<file path="src/hw/esac_pkg.sv">
// shared constants and carrier types for the auxiliary control block
package esac_pkg;

    // special-function addresses
    localparam logic [7:0] AUX1_ADDR = 8'h00_A2;
    localparam logic [7:0] SHARED_ADDR = 8'h00_C0;

    // field positions of auxiliary_control_1
    localparam int EES_BIT = 7;
    localparam int MSB_BIT = 6;
    localparam int MAP_BIT = 5;
    localparam int RSV_HI_BIT = 4;
    localparam int FLAG_BIT = 3;
    localparam int ZERO_BIT = 2;
    localparam int RSV_LO_BIT = 1;
    localparam int DPS_BIT = 0;

    // reset value, reserved bits taken as zero
    localparam logic [7:0] AUX1_RESET = 8'h00_00;

    // stack pointer limits that carry into or borrow from the ninth bit
    localparam logic [7:0] SP_TOP = 8'h00_FF;
    localparam logic [7:0] SP_BOTTOM = 8'h00_00;
    localparam logic [15:0] DPTR_STEP = 16'h0001;
    localparam logic [15:0] DPTR_RESET = 16'h0000;

    // register port request
    typedef struct packed {
        logic [7:0] addr;
        logic [7:0] wdata;
        logic wr;
        logic rd;
        logic inc;
    } esac_sfr_req_t;

    // stack pointer operation from the core
    typedef struct packed {
        logic [7:0] stack_pointer;
        logic push;
        logic pop;
    } esac_stack_req_t;

    // data pointer operation from the core
    typedef struct packed {
        logic [15:0] load_value;
        logic load;
        logic inc;
    } esac_dptr_req_t;

    // state of the control register block
    typedef struct packed {
        logic stack_extend_enable;
        logic stack_ptr_msb;
        logic port4_map_select;
        logic user_flag_b;
        logic data_pointer_select;
        logic [7:0] rdata;
    } esac_state_t;

    // state of the data pointer bank
    typedef struct packed {
        logic [15:0] data_pointer_first;
        logic [15:0] data_pointer_second;
    } esac_dptr_state_t;

endpackage

</file>
<file path="src/hw/esac_dptr_bank.sv">
// dual data pointer bank steered by the select bit
`timescale 1ns/1ns
module esac_dptr_bank
    import esac_pkg::*;
(
    input wire logic sys_clk, // core clock
    input wire logic nrst, // async reset, active low
    input wire logic data_pointer_select, // 0 first, 1 second
    input wire esac_dptr_req_t req, // load or increment
    output logic [15:0] dptr_value, // selected pointer
    output logic [15:0] dptr_first_value, // first pointer
    output logic [15:0] dptr_second_value // second pointer
);

    esac_dptr_state_t cur;
    esac_dptr_state_t next_cur;

    ////////////////////////////////////////////////////////////////
    always_comb
    begin
        next_cur = cur;
        if (req.load)
        begin
            if (data_pointer_select)
                next_cur.data_pointer_second = req.load_value;
            else
                next_cur.data_pointer_first = req.load_value;
        end
        else if (req.inc)
        begin
            if (data_pointer_select)
                next_cur.data_pointer_second = cur.data_pointer_second + DPTR_STEP;
            else
                next_cur.data_pointer_first = cur.data_pointer_first + DPTR_STEP;
        end
    end

    always_ff @(posedge sys_clk or negedge nrst)
    begin
        if (!nrst)
        begin
            cur.data_pointer_first <= DPTR_RESET;
            cur.data_pointer_second <= DPTR_RESET;
        end
        else
            cur <= next_cur;
    end

    assign dptr_value = data_pointer_select ? cur.data_pointer_second : cur.data_pointer_first;
    assign dptr_first_value = cur.data_pointer_first;
    assign dptr_second_value = cur.data_pointer_second;
endmodule

</file>
<file path="src/hw/esac_aux_ctrl.sv">
// auxiliary control register: extended stack, shared address map, pointer select
`timescale 1ns/1ns
module esac_aux_ctrl
    import esac_pkg::*;
(
    input wire logic sys_clk, // core clock, 250 MHz
    input wire logic nrst, // async reset, active low
    input wire esac_sfr_req_t sfr_req, // register port request
    output logic [7:0] sfr_rdata, // read data, cycle after read
    input wire esac_stack_req_t stack_req, // push or pop from core
    output logic [8:0] stack_addr, // effective stack address
    output logic stack_in_expanded_ram, // stack addresses expanded_ram
    input wire esac_dptr_req_t dptr_req, // data pointer operation
    output logic [15:0] dptr_value, // selected data pointer
    output logic [15:0] dptr_first_value, // first data pointer
    output logic [15:0] dptr_second_value, // second data pointer
    output logic sel_serial_ctrl_second, // C0h goes to serial control
    output logic sel_port_four_latch, // C0h goes to port four latch
    output logic stack_extend_enable, // extended stack mode on
    output logic data_pointer_select, // 0 first, 1 second
    output logic user_flag_b // software flag
);

    esac_state_t cur;
    esac_state_t next_cur;
    logic aux_hit;
    logic shared_hit;
    logic ext_push_carry;
    logic ext_pop_borrow;

    ////////////////////////////////////////////////////////////////
    // helpers

    function automatic logic addr_is(input logic [7:0] a, input logic [7:0] target);
        addr_is = (a == target);
    endfunction

    // readback image; reserved bits and bit 2 read as zero
    function automatic logic [7:0] aux_image(input esac_state_t s);
        logic [7:0] v;
        v = AUX1_RESET;
        v[EES_BIT] = s.stack_extend_enable;
        v[MSB_BIT] = s.stack_ptr_msb;
        v[MAP_BIT] = s.port4_map_select;
        v[FLAG_BIT] = s.user_flag_b;
        v[DPS_BIT] = s.data_pointer_select;
        v[ZERO_BIT] = 1'b0;
        v[RSV_HI_BIT] = 1'b0;
        v[RSV_LO_BIT] = 1'b0;
        aux_image = v;
    endfunction

    ////////////////////////////////////////////////////////////////
    // decode

    assign aux_hit = addr_is(sfr_req.addr, AUX1_ADDR);
    assign shared_hit = addr_is(sfr_req.addr, SHARED_ADDR) && (sfr_req.wr || sfr_req.rd || sfr_req.inc);

    // carry out of and borrow into the low eight bits
    assign ext_push_carry = cur.stack_extend_enable && stack_req.push &&
        (stack_req.stack_pointer == SP_TOP);
    assign ext_pop_borrow = cur.stack_extend_enable && stack_req.pop && !stack_req.push &&
        (stack_req.stack_pointer == SP_BOTTOM);

    ////////////////////////////////////////////////////////////////
    // next state

    always_comb
    begin
        next_cur = cur;
        next_cur.rdata = 8'h00_00;
        if (sfr_req.rd && aux_hit)
        begin
            next_cur.rdata = aux_image(cur);
        end
        if (sfr_req.wr && aux_hit)
        begin
            // the ninth bit is left alone on a software write
            next_cur.stack_extend_enable = sfr_req.wdata[EES_BIT];
            next_cur.port4_map_select = sfr_req.wdata[MAP_BIT];
            next_cur.user_flag_b = sfr_req.wdata[FLAG_BIT];
            next_cur.data_pointer_select = sfr_req.wdata[DPS_BIT];
        end
        else if (sfr_req.inc && aux_hit)
        begin
            // increment flips the select bit, other fields hold
            next_cur.data_pointer_select = !cur.data_pointer_select;
        end
        if (ext_push_carry)
        begin
            next_cur.stack_ptr_msb = 1'b1;
        end
        else if (ext_pop_borrow)
        begin
            next_cur.stack_ptr_msb = 1'b0;
        end
    end

    ////////////////////////////////////////////////////////////////
    // state register

    always_ff @(posedge sys_clk or negedge nrst)
    begin
        if (!nrst)
        begin
            cur.stack_extend_enable <= AUX1_RESET[EES_BIT];
            cur.stack_ptr_msb <= AUX1_RESET[MSB_BIT];
            cur.port4_map_select <= AUX1_RESET[MAP_BIT];
            cur.user_flag_b <= AUX1_RESET[FLAG_BIT];
            cur.data_pointer_select <= AUX1_RESET[DPS_BIT];
            cur.rdata <= AUX1_RESET;
        end
        else
        begin
            cur <= next_cur;
        end
    end

    ////////////////////////////////////////////////////////////////
    // outputs

    assign sfr_rdata = cur.rdata;

    // ninth bit only counts while extension is on
    assign stack_in_expanded_ram = cur.stack_extend_enable && cur.stack_ptr_msb;
    assign stack_addr = {stack_in_expanded_ram, stack_req.stack_pointer};

    assign sel_serial_ctrl_second = shared_hit && !cur.port4_map_select;
    assign sel_port_four_latch = shared_hit && cur.port4_map_select;

    assign stack_extend_enable = cur.stack_extend_enable;
    assign data_pointer_select = cur.data_pointer_select;
    assign user_flag_b = cur.user_flag_b;

    ////////////////////////////////////////////////////////////////
    // data pointer bank

    esac_dptr_bank u_dptr
    (
        .sys_clk(sys_clk),
        .nrst(nrst),
        .data_pointer_select(cur.data_pointer_select),
        .req(dptr_req),
        .dptr_value(dptr_value),
        .dptr_first_value(dptr_first_value),
        .dptr_second_value(dptr_second_value)
    );

    function automatic logic port4_map_select_q();
        port4_map_select_q = cur.port4_map_select;
    endfunction
endmodule

</file>
<file path="config.mk">
export PLATFORM = sky130hd
export DESIGN_NAME = esac_aux_ctrl
export DESIGN_NICKNAME = d
export VERILOG_FILES = /design/src/hw/esac_pkg.sv /design/src/hw/esac_dptr_bank.sv /design/src/hw/esac_aux_ctrl.sv
export SDC_FILE = /design/constraint.sdc
export NUM_CORES = 1
export LEC_CHECK = 0
export BUFFER_PORTS_ARGS = -buffer_cell sky130_fd_sc_hd__buf_4
export CAP_MARGIN = 40
export CORE_AREA = 2 2 77 79
export CTS_BUF_LIST = sky130_fd_sc_hd__clkbuf_8
export DETAILED_ROUTE_END_ITERATION = 6
export DIE_AREA = 0 0 79 81
export PLACE_DENSITY = 0.86
export SYNTH_ARGS = -nofsm -noshare
export SYNTH_HDL_FRONTEND = slang
export SYNTH_HIERARCHICAL = 1
export SYNTH_SLANG_ARGS = --single-unit
</file>
<file path="constraint.sdc">
create_clock -name sys_clk -period 4.4 [get_ports sys_clk]
set_input_delay 0.22 -clock sys_clk [delete_from_list [all_inputs] [get_ports sys_clk]]
set_output_delay 0.22 -clock sys_clk [all_outputs]
set_load 0.01 [all_outputs]
</file>
Word-level counts from Yosys, hierarchy flattened
Cells that the tools add are included.
{"block": "op_classes", "add_sub_neg": 2, "n_eq_ne": 3, "n_mux": 12, "bitwise": 1, "reduce_logical": 23}
{"operator": "16-bit 2-to-1 mux", "count": 5}
{"operator": "32-bit 2-to-1 mux", "count": 2}
{"operator": "16-bit by 1-bit adder with 16-bit output (second input constant)", "count": 2}
{"operator": "8-bit equality test (second input constant)", "count": 3}
{"operator": "1-bit logical AND", "count": 12}
{"operator": "8-bit zero test", "count": 1}
{"operator": "8-bit 2-to-1 mux", "count": 1}
{"operator": "2-bit nonzero test", "count": 3}
{"operator": "1-bit 2-to-1 mux", "count": 4}
{"operator": "2-bit AND reduction", "count": 2}
{"operator": "1-bit zero test", "count": 3}
{"operator": "1-bit logical OR", "count": 2}
{"operator": "1-bit inverter", "count": 1}
{"block": "word_totals", "regBits": 45, "input_bits": 49, "output_inout_bits": 71, "elab_cells": 49}

Longest topological paths before layout
Gate-level depths: netlist of the first run.
{"block": "depth", "word_depth": 5, "ltp_mapped": 6, "mapped_depth_nobuf": 5}

Modules after synthesis
The synthesis of the first run kept the hierarchy.
{"mod": "esac_dptr_bank", "n_inst": 1, "cells_per_inst": 279, "area_per_inst_um2": 2292.2, "seq_area_each_um2": 800.8}
{"mod": "esac_aux_ctrl", "n_inst": 1, "cells_per_inst": 61, "area_per_inst_um2": 631.9, "seq_area_each_um2": 250.2}

Least setup slack after synthesis of the first run
No wires, ideal clock.
{"block": "synth_path", "path_kind": "register -> register", "start": "register u_dptr.cur (netlist bit u_dptr/dptr_second_value[0])", "end": "register u_dptr.cur (netlist bit u_dptr/dptr_second_value[12])", "setup_ps": 72, "arrival_time_ps": 1580, "required_ps": 4328, "setup_slack_ps": 2748, "stages_incl_launch_ff": 6, "path_buffers": 0, "synth_period_minus_slack_ps": 1652, "cell_sequence": "dfrtp_1 ha_1 nand4_1 nor4b_1 mux2_2 nor2_1"}
{"block": "synth_via", "elab_chain_len": 4}
{"item": "start: declaration", "line_no": "esac_dptr_bank.sv:15", "text": "esac_dptr_state_t cur;"}
{"item": "start signal: assignment", "line_no": "esac_dptr_bank.sv:46", "text": "cur <= next_cur;"}
{"item": "16-bit by 1-bit adder with 16-bit output", "line_no": "esac_dptr_bank.sv:32", "text": "next_cur.data_pointer_second = cur.data_pointer_second + DPTR_STEP;"}
{"item": "16-bit 2-to-1 mux", "line_no": "esac_dptr_bank.sv:31", "text": "if (data_pointer_select)"}
{"item": "32-bit 2-to-1 mux", "line_no": "esac_dptr_bank.sv:29", "text": "else if (req.inc)"}
{"item": "32-bit 2-to-1 mux", "line_no": "esac_dptr_bank.sv:22", "text": "if (req.load)"}
Every way passes these cells. The select of a mux whose other input is x is not followed.
A chain may end at the register's enable or synchronous reset.

Final worst setup path of the first run
{"block": "layout_path", "start": "register data_pointer_select (netlist name)", "end": "output port dptr_value[12]"}
{"block": "layout_via", "elab_chain_len": 1}
{"item": "16-bit 2-to-1 mux", "line_no": "esac_dptr_bank.sv:49", "text": "assign dptr_value = data_pointer_select ? cur.data_pointer_second : cur.data_pointer_first;"}
{"item": "end: declaration", "line_no": "esac_aux_ctrl.sv:14", "text": "output logic [15:0] dptr_value,"}
Every way passes these cells.

==> results of run 1 <==
-- flip-flops by register name, indices dropped and copies added, names as in the netlist --
signal / count
data_pointer_select: 1
u_dptr/dptr_first_value: 16
sfr_rdata: 5
user_flag_b: 1
cur: 2
stack_extend_enable: 1
u_dptr/dptr_second_value: 16
-- how the worst min path moves through the flow --
stage / depth (start not counted) / endpoint / start / slack (ns)
global placement: 1 / user_flag_b / nrst / 0.25
floorplan: 0 / cur[10] / nrst / -0.08
CTS: 2 / stack_extend_enable / sfr_req[10] / 0.13
detailed placement: 1 / sfr_rdata[5] / nrst / 0.25
global route: 2 / stack_extend_enable / sfr_req[10] / 0.14
finish: 2 / stack_extend_enable / sfr_req[10] / 0.14
-- stage by stage --
| step | hold slack [ns] | utilization |
|---|---|---|
| after CTS | 0.130 | 0.662 |
| after floorplan | -0.0756 | - |
| after detailed placement | 0.250 | 0.646 |
| final | 0.140 | 0.662 |
| after global routing | 0.144 | 0.662 |
| after global placement | 0.246 | 0.646 |
-- area by class of cell --
class | count | area share
multi-input combinational | 251 | 0.432
sequential | 42 | 0.280
timing repair buffer | 114 | 0.229
tap | 75 | 0.0250
clock buffer | 5 | 0.0183
inverter | 14 | 0.0140
clock inverter | 2 | 0.00200
-- routing by layer --
metal | part of all wire | GRT usage | vias to the layer above | wire [um]
met3 | 0.096 | 0.0567 | 20 | 811
li1 | - | - | 1437 | -
met5 | 0 | 0 | - | 0
met1 | 0.40 | 0.343 | 1451 | 3340
met4 | 0.020 | 0.0810 | 0 | 167
met2 | 0.49 | 0.446 | 205 | 4110
-- logic make-up after synthesis --
family          Yosys count  synth area share
flops                    42             0.359
fa+ha+maj                 2           0.00856
simple gates            138             0.274
compound gates           88             0.195
other cells               1           0.00128
mux                      20            0.0732
buf+inv                  49            0.0881
-- power groups by stage --
stage | logic, mW | clock network [mW] | registers [mW]
detailed placement | 0.354 | 0 | 0.514
global route | 0.386 | 0.256 | 0.516
floorplan | 0.181 | 0 | 0.504
global placement | 0.344 | 0 | 0.511
finish | 0.358 | 0.230 | 0.508
CTS | 0.356 | 0.238 | 0.506
-- placed cells by master, fill, tap and decap left out, drive strengths merged, types with 4 or more instances in the layout --
cell	n
a21oi	21
dfrtp	42
and3	12
nor4b	4
buf	113
o22ai	17
nand3	18
nand4	13
nor4	8
mux2i	9
nand2	34
clkbuf	5
mux2	11
nor3	18
nor2	18
o21ai	21
inv	16
-- timing repair --
item                                    CTS  global route
endpoints found under the setup margin    0             0
hold endpoints to repair                 42             0
hold buffers                              1             0
==> flow_metrics.py, run 1 <==
metrics = {
    "final_layout": {
        "final_area_sq_mm": 0.00375,
        "nNetsFinal": 479,
        "seqCellArea_sq_mm": 0.00105,
        "areaGrowthSynthToFinish_pct": 28.4,
        "post_route_insts_no_fill": 503,
        "n_fill_cell": 485,
        "drive_gt1_frac": 0.325,
        "n_antenna_cell": 0,
        "multi_input_combinational_cell_area_sq_mm": 0.00162,
    },
    "cts": {
        "cts_tree": "built",
        "tritoncts_num_sinks": 42,
        "postCtsSetupBuffers": 0,
        "htree_num_levels": 2,
        "worstSkewPairLatency_ns": 0.29,
        "clk_root_buffer_cell": "clkbuf_8",
        "tritoncts.num_buffers": 5,
        "cts_repair_resize_count": 0,
        "clkTransAtPathRegs_ns": 0.07,
        "ctsLongestPathBuffers": 2,
    },
    "synth": {
        "synth_seq_area_share": 0.359,
        "async_flop_share": 1.00,
        "post-synth-top-count-cell": "dfrtp_1",
        "synth_warnings": 6,
        "dominantRegCellSynth": "dfrtp_1",
        "yosys_register_bits": 42,
        "proportion_of_netlist_area_held_by_the_largest_area_contributor": 0.359,
        "post_synth_most_frequent_cells": "dfrtp_1 (42), nand2_1 (33), a21oi_1 (21), o21ai_0 (21)",
        "synth_edf_count": 0,
        "cell_area_after_technology_mapping_sq_mm": 0.00292,
        "synth_cells": 340,
        "syn-mean-instance-area_sq_um": 8.60,
        "ys_top_cells_by_area": "dfrtp_1 (36%), buf_4 (4.4%), nand2_1 (4.2%)",
        "yosysUniqueCellTypes": 55,
        "yosys.area.top_type": "dfrtp_1",
    },
    "power": {
        "combPwrFrac": 0.326,
        "share_of_total_power_in_the_clock_network": 0.210,
        "cellPowerDensity_mw_per_mm2": 292,
        "power.internal_uw": 707,
        "power_frac_seq": 0.464,
        "power.share.switching": 0.355,
        "power.net_switching_uw": 390,
        "max_ir_drop_vdd_mv": 0.203,
        "total_power_mw": 1.10,
        "total_leakage_power_nw": 1.73,
    },
    "setup_path": {
        "cp_slowest_cell": "dfrtp_1",
        "path_depth": 3,
        "timing.critical_path.from_type": "flip-flop",
        "timing.critical_path.to": "dptr_value[12]",
        "timing.reg2reg.worst_path_depth": 4,
        "crit_type": "reg2out",
        "critical_path.reg2reg.startpoint": "data_pointer_select",
        "critPathMostFrequentCell": "buf_4",
        "worst-path-buf-inv": 2,
        "timing.critical_path.slowest_cell_delay_ns": 0.90,
        "critical_path_peak_fanout": 29,
        "cp_top_family": "flip-flops",
        "worstPathCellList": "buf_4, mux2_2, buf_4",
        "crit_path_start": "data_pointer_select",
        "timing.rr.end": "u_dptr/dptr_first_value[13]",
        "worst-r2r-setup-slack_ns": 2.32,
        "cp-end-kind": "primary output",
        "arrival_ns": 2.12,
        "cp.required_ns": 4.18,
    },
    "sta": {
        "min_period_over_period": 0.533,
        "rsz0062_at_grt": "no",
        "max_freq_mhz": 427,
        "drv_slew": 0,
        "worst_slew_pin_slew_ns": 0.846,
        "fin_crit_ns": 2.34,
        "clock_skew_ns": 0.00723,
        "setup-tns-final_ns": 0,
        "slew_headroom": 0.436,
        "timing.final.hold_violations": 0,
        "timing.final.ws_setup_ns": 2.06,
        "finalSetupViolCount": 0,
    },
    "status": {
        "status": "completed",
    },
    "floorplanning": {
        "die_outline_area_sq_mm": 0.00640,
        "placeableCoreArea_sq_mm": 0.00568,
        "die_y_um": 81,
        "ioPinCount": 120,
        "placementRows": 28,
        "start_util": 0.515,
        "die_width_um": 79,
    },
    "worst_hold_path": {
        "class_of_the_tightest_hold_or_removal_check": "in2reg",
    },
    "place": {
        "placement.setup.worst_slack_ns": 2.37,
        "dp_hpwl_um": 6110,
        "post_dp_cell_area_sq_mm": 0.00367,
        "gp_routability_congestion": 0.902,
        "place.port_buffers": 112,
        "place.detailed.instances": 495,
    },
    "route": {
        "detail_route.wl_per_cell_um": 16.8,
        "ant_nets": 0,
        "drt-pass1-iter-count": 5,
        "route.detailed.drc": 0,
        "first_iter_violations": 370,
        "wl_um": 8430,
        "routed_via_count": 3113,
        "route.detailed.vias_per_inst": 6.19,
    },
    "global_route": {
        "overflow": 0,
        "grt_first_pass_wirelength_um": 13500,
        "grt_usage": 0.265,
        "grt_pass1_vias": 2792,
        "number_of_antenna_violations_at_the_first_check_in_global_routing": 0,
        "grt_max_degree": 43,
    },
    "run": {
        "cap_viol_max_count": 0,
    },
}
Note: power is estimated with default switching activity, not from simulation.
==> inputs of run 2 (changes only) <==
Settings changed: ABC_AREA set to 1, CORE_AREA 2 2 77 79 to 2 2 82 84, DIE_AREA 0 0 79 81 to 0 0 84 86, PLACE_DENSITY 0.86 to 0.81.
Clock period 4.4 ns to 2.3 ns, I/O delays scaled along.
==> flow_metrics.py, run 2 <==
metrics = {
    "global_route": {
        "grt_first_pass_wirelength_um": 15400,
        "grt_pass1_vias": 3286,
        "grt_max_degree": 43,
        "number_of_antenna_violations_at_the_first_check_in_global_routing": 0,
        "overflow": 0,
        "grt_usage": 0.264,
    },
    "sta": {
        "slew_headroom": 0.624,
        "max_freq_mhz": 571,
        "rsz0062_at_grt": "no",
        "drv_slew": 0,
        "fin_crit_ns": 1.75,
        "whs_ns": 0.0258,
        "clock_skew_ns": 0.00503,
        "setup-tns-final_ns": 0,
        "timing.final.hold_violations": 0,
        "timing.final.ws_setup_ns": 0.549,
        "min_period_over_period": 0.761,
        "worst_slew_pin_slew_ns": 0.564,
        "finalSetupViolCount": 0,
    },
    "power": {
        "total_leakage_power_nw": 2.17,
        "max_ir_drop_vdd_mv": 0.467,
        "power.internal_mw": 2.07,
        "power.net_switching_mw": 1.50,
        "share_of_total_power_in_the_clock_network": 0.200,
        "cellPowerDensity_mw_per_mm2": 880,
        "total_power_mw": 3.57,
        "power.share.switching": 0.421,
        "power_frac_seq": 0.361,
        "combPwrFrac": 0.438,
    },
    "setup_path": {
        "cp.required_ns": 2.54,
        "timing.critical_path.from_type": "flip-flop",
        "arrival_ns": 1.99,
        "cp-end-kind": "flip-flop",
        "crit_type": "reg2reg",
        "critical_path_peak_fanout": 34,
        "timing.reg2reg.worst_path_depth": 6,
    },
    "place": {
        "dp_hpwl_um": 7130,
        "placement.setup.worst_slack_ns": 0.589,
        "place.detailed.instances": 649,
        "post_dp_cell_area_sq_mm": 0.00391,
        "place.port_buffers": 112,
        "gp_routability_congestion": 0.891,
    },
    "final_layout": {
        "mostFrequentLayoutCells": "nand2_1 (138), buf_4 (114), inv_1 (61)",
        "post_route_insts_no_fill": 658,
        "final_common_cell": "nand2_1",
        "nNetsFinal": 631,
        "drive_gt1_frac": 0.269,
        "n_fill_cell": 579,
        "final_area_sq_mm": 0.00406,
        "n_antenna_cell": 0,
        "layout.core_utilization": 0.647,
        "areaGrowthSynthToFinish_pct": 28.4,
    },
    "synth": {
        "proportion_of_netlist_area_held_by_the_largest_area_contributor": 0.332,
        "synth_edf_count": 0,
        "async_flop_share": 1.00,
        "synth_seq_area_share": 0.332,
        "yosysUniqueCellTypes": 32,
        "yosys.area.top_type": "dfrtp_1",
        "cell_area_after_technology_mapping_sq_mm": 0.00316,
        "ys_top_cells_by_area": "dfrtp_1 (33%), nand2_1 (16%), inv_1 (7.2%)",
        "yosys_register_bits": 42,
        "synth_cells": 488,
        "synth_warnings": 6,
        "dominantRegCellSynth": "dfrtp_1",
        "post-synth-top-count-cell": "nand2_1",
        "post_synth_most_frequent_cells": "nand2_1 (138), inv_1 (61), nor2_1 (59)",
        "syn-mean-instance-area_sq_um": 6.48,
    },
    "route": {
        "first_iter_violations": 288,
        "route.detailed.vias_per_inst": 5.34,
        "route.detailed.drc": 0,
        "wl_um": 9480,
        "drt-pass1-iter-count": 5,
        "ant_nets": 0,
        "detail_route.wl_per_cell_um": 14.4,
        "routed_via_count": 3516,
    },
    "floorplanning": {
        "ioPinCount": 120,
        "placementRows": 29,
        "placeableCoreArea_sq_mm": 0.00628,
        "start_util": 0.504,
        "die_outline_area_sq_mm": 0.00722,
        "die_width_um": 84,
        "die_y_um": 86,
    },
    "cts": {
        "cts_tree": "built",
        "worstSkewPairLatency_ns": 0.30,
        "clkTransAtPathRegs_ns": 0.09,
        "holdBufCountCts": 1,
        "ctsLongestPathBuffers": 2,
        "tritoncts.num_buffers": 5,
        "htree_num_levels": 2,
        "postCtsSetupBuffers": 0,
        "cts_repair_resize_count": 0,
        "clk_root_buffer_cell": "clkbuf_8",
        "tritoncts_num_sinks": 42,
    },
    "status": {
        "status": "completed",
    },
    "worst_hold_path": {
        "class_of_the_tightest_hold_or_removal_check": "in2reg",
        "cell_depth_of_the_worst_hold_path": 3,
    },
    "run": {
        "cap_viol_max_count": 0,
    },
}
[run 2: cell count changes after synthesis, sizes merged, moves of 9 or more]
cell,delta
nor2,+52
nand2,+109
inv,+53
o22ai,-15
and3,-12
o21ai,+15
mux2i,-9
nand3,+20
mux2,-11
nor3,-10
[run 2: layout make-up]
class	count	area [sq um]	share of cell area
Clock buffer	5	68.8	0.0170
Clock inverter	3	68.8	0.0170
Inverter	67	251	0.0620
Multi-Input combinational cell	349	1660	0.408
Sequential cell	42	1050	0.259
Tap cell	77	96.3	0.0237
Timing Repair Buffer	115	866	0.213
[run 2: final timing paths]
path / slack, ns / start / endpoint
setup / recovery: 0.55 / data_pointer_select / u_dptr/dptr_second_value[4]
max in group asynchronous: 1.55 / nrst / u_dptr/dptr_second_value[11]
hold reg to reg: 0.52 / cur[11] / cur[11]
hold / removal: 0.03 / stack_req[2] / cur[11]
setup reg to reg: 0.55 / data_pointer_select / u_dptr/dptr_second_value[4]
min in group asynchronous: 0.37 / nrst / u_dptr/dptr_first_value[1]
[run 2: cell families after synthesis]
group | synth area share
AO/OA/AOI/OAI | 0.137
adder cells (fa/ha/maj) | 0.00791
AND/OR/NAND/NOR | 0.376
buffers and inverters | 0.146
other | 0.00119
flip-flops | 0.332
[run 2: layer usage]
metal | global-route usage | up-vias | wire, um | share of wire
met5 | 0 | - | 0 | 0
met4 | 0.0880 | 0 | 177 | 0.019
met3 | 0.0250 | 19 | 601 | 0.063
met2 | 0.465 | 166 | 4720 | 0.50
met1 | 0.343 | 1619 | 3990 | 0.42
li1 | - | 1712 | - | -
[run 2: worst max-delay path, cell delays in order, from the launching register on]
cell     delay, ns
dfrtp_1       0.37
buf_4         0.30
o21ai_2       0.24
inv_2         0.35
a21oi_1       0.13
a31o_2        0.24
inv_1         0.06
[run 2: power groups by stage]
stage / logic [mW] / clock network [mW] / registers [mW]
CTS: 1.56 / 0.719 / 1.28
global placement: 1.51 / 0 / 1.29
global route: 1.74 / 0.756 / 1.33
finish: 1.57 / 0.716 / 1.29
detailed placement: 1.55 / 0 / 1.30
floorplan: 0.820 / 0 / 1.30
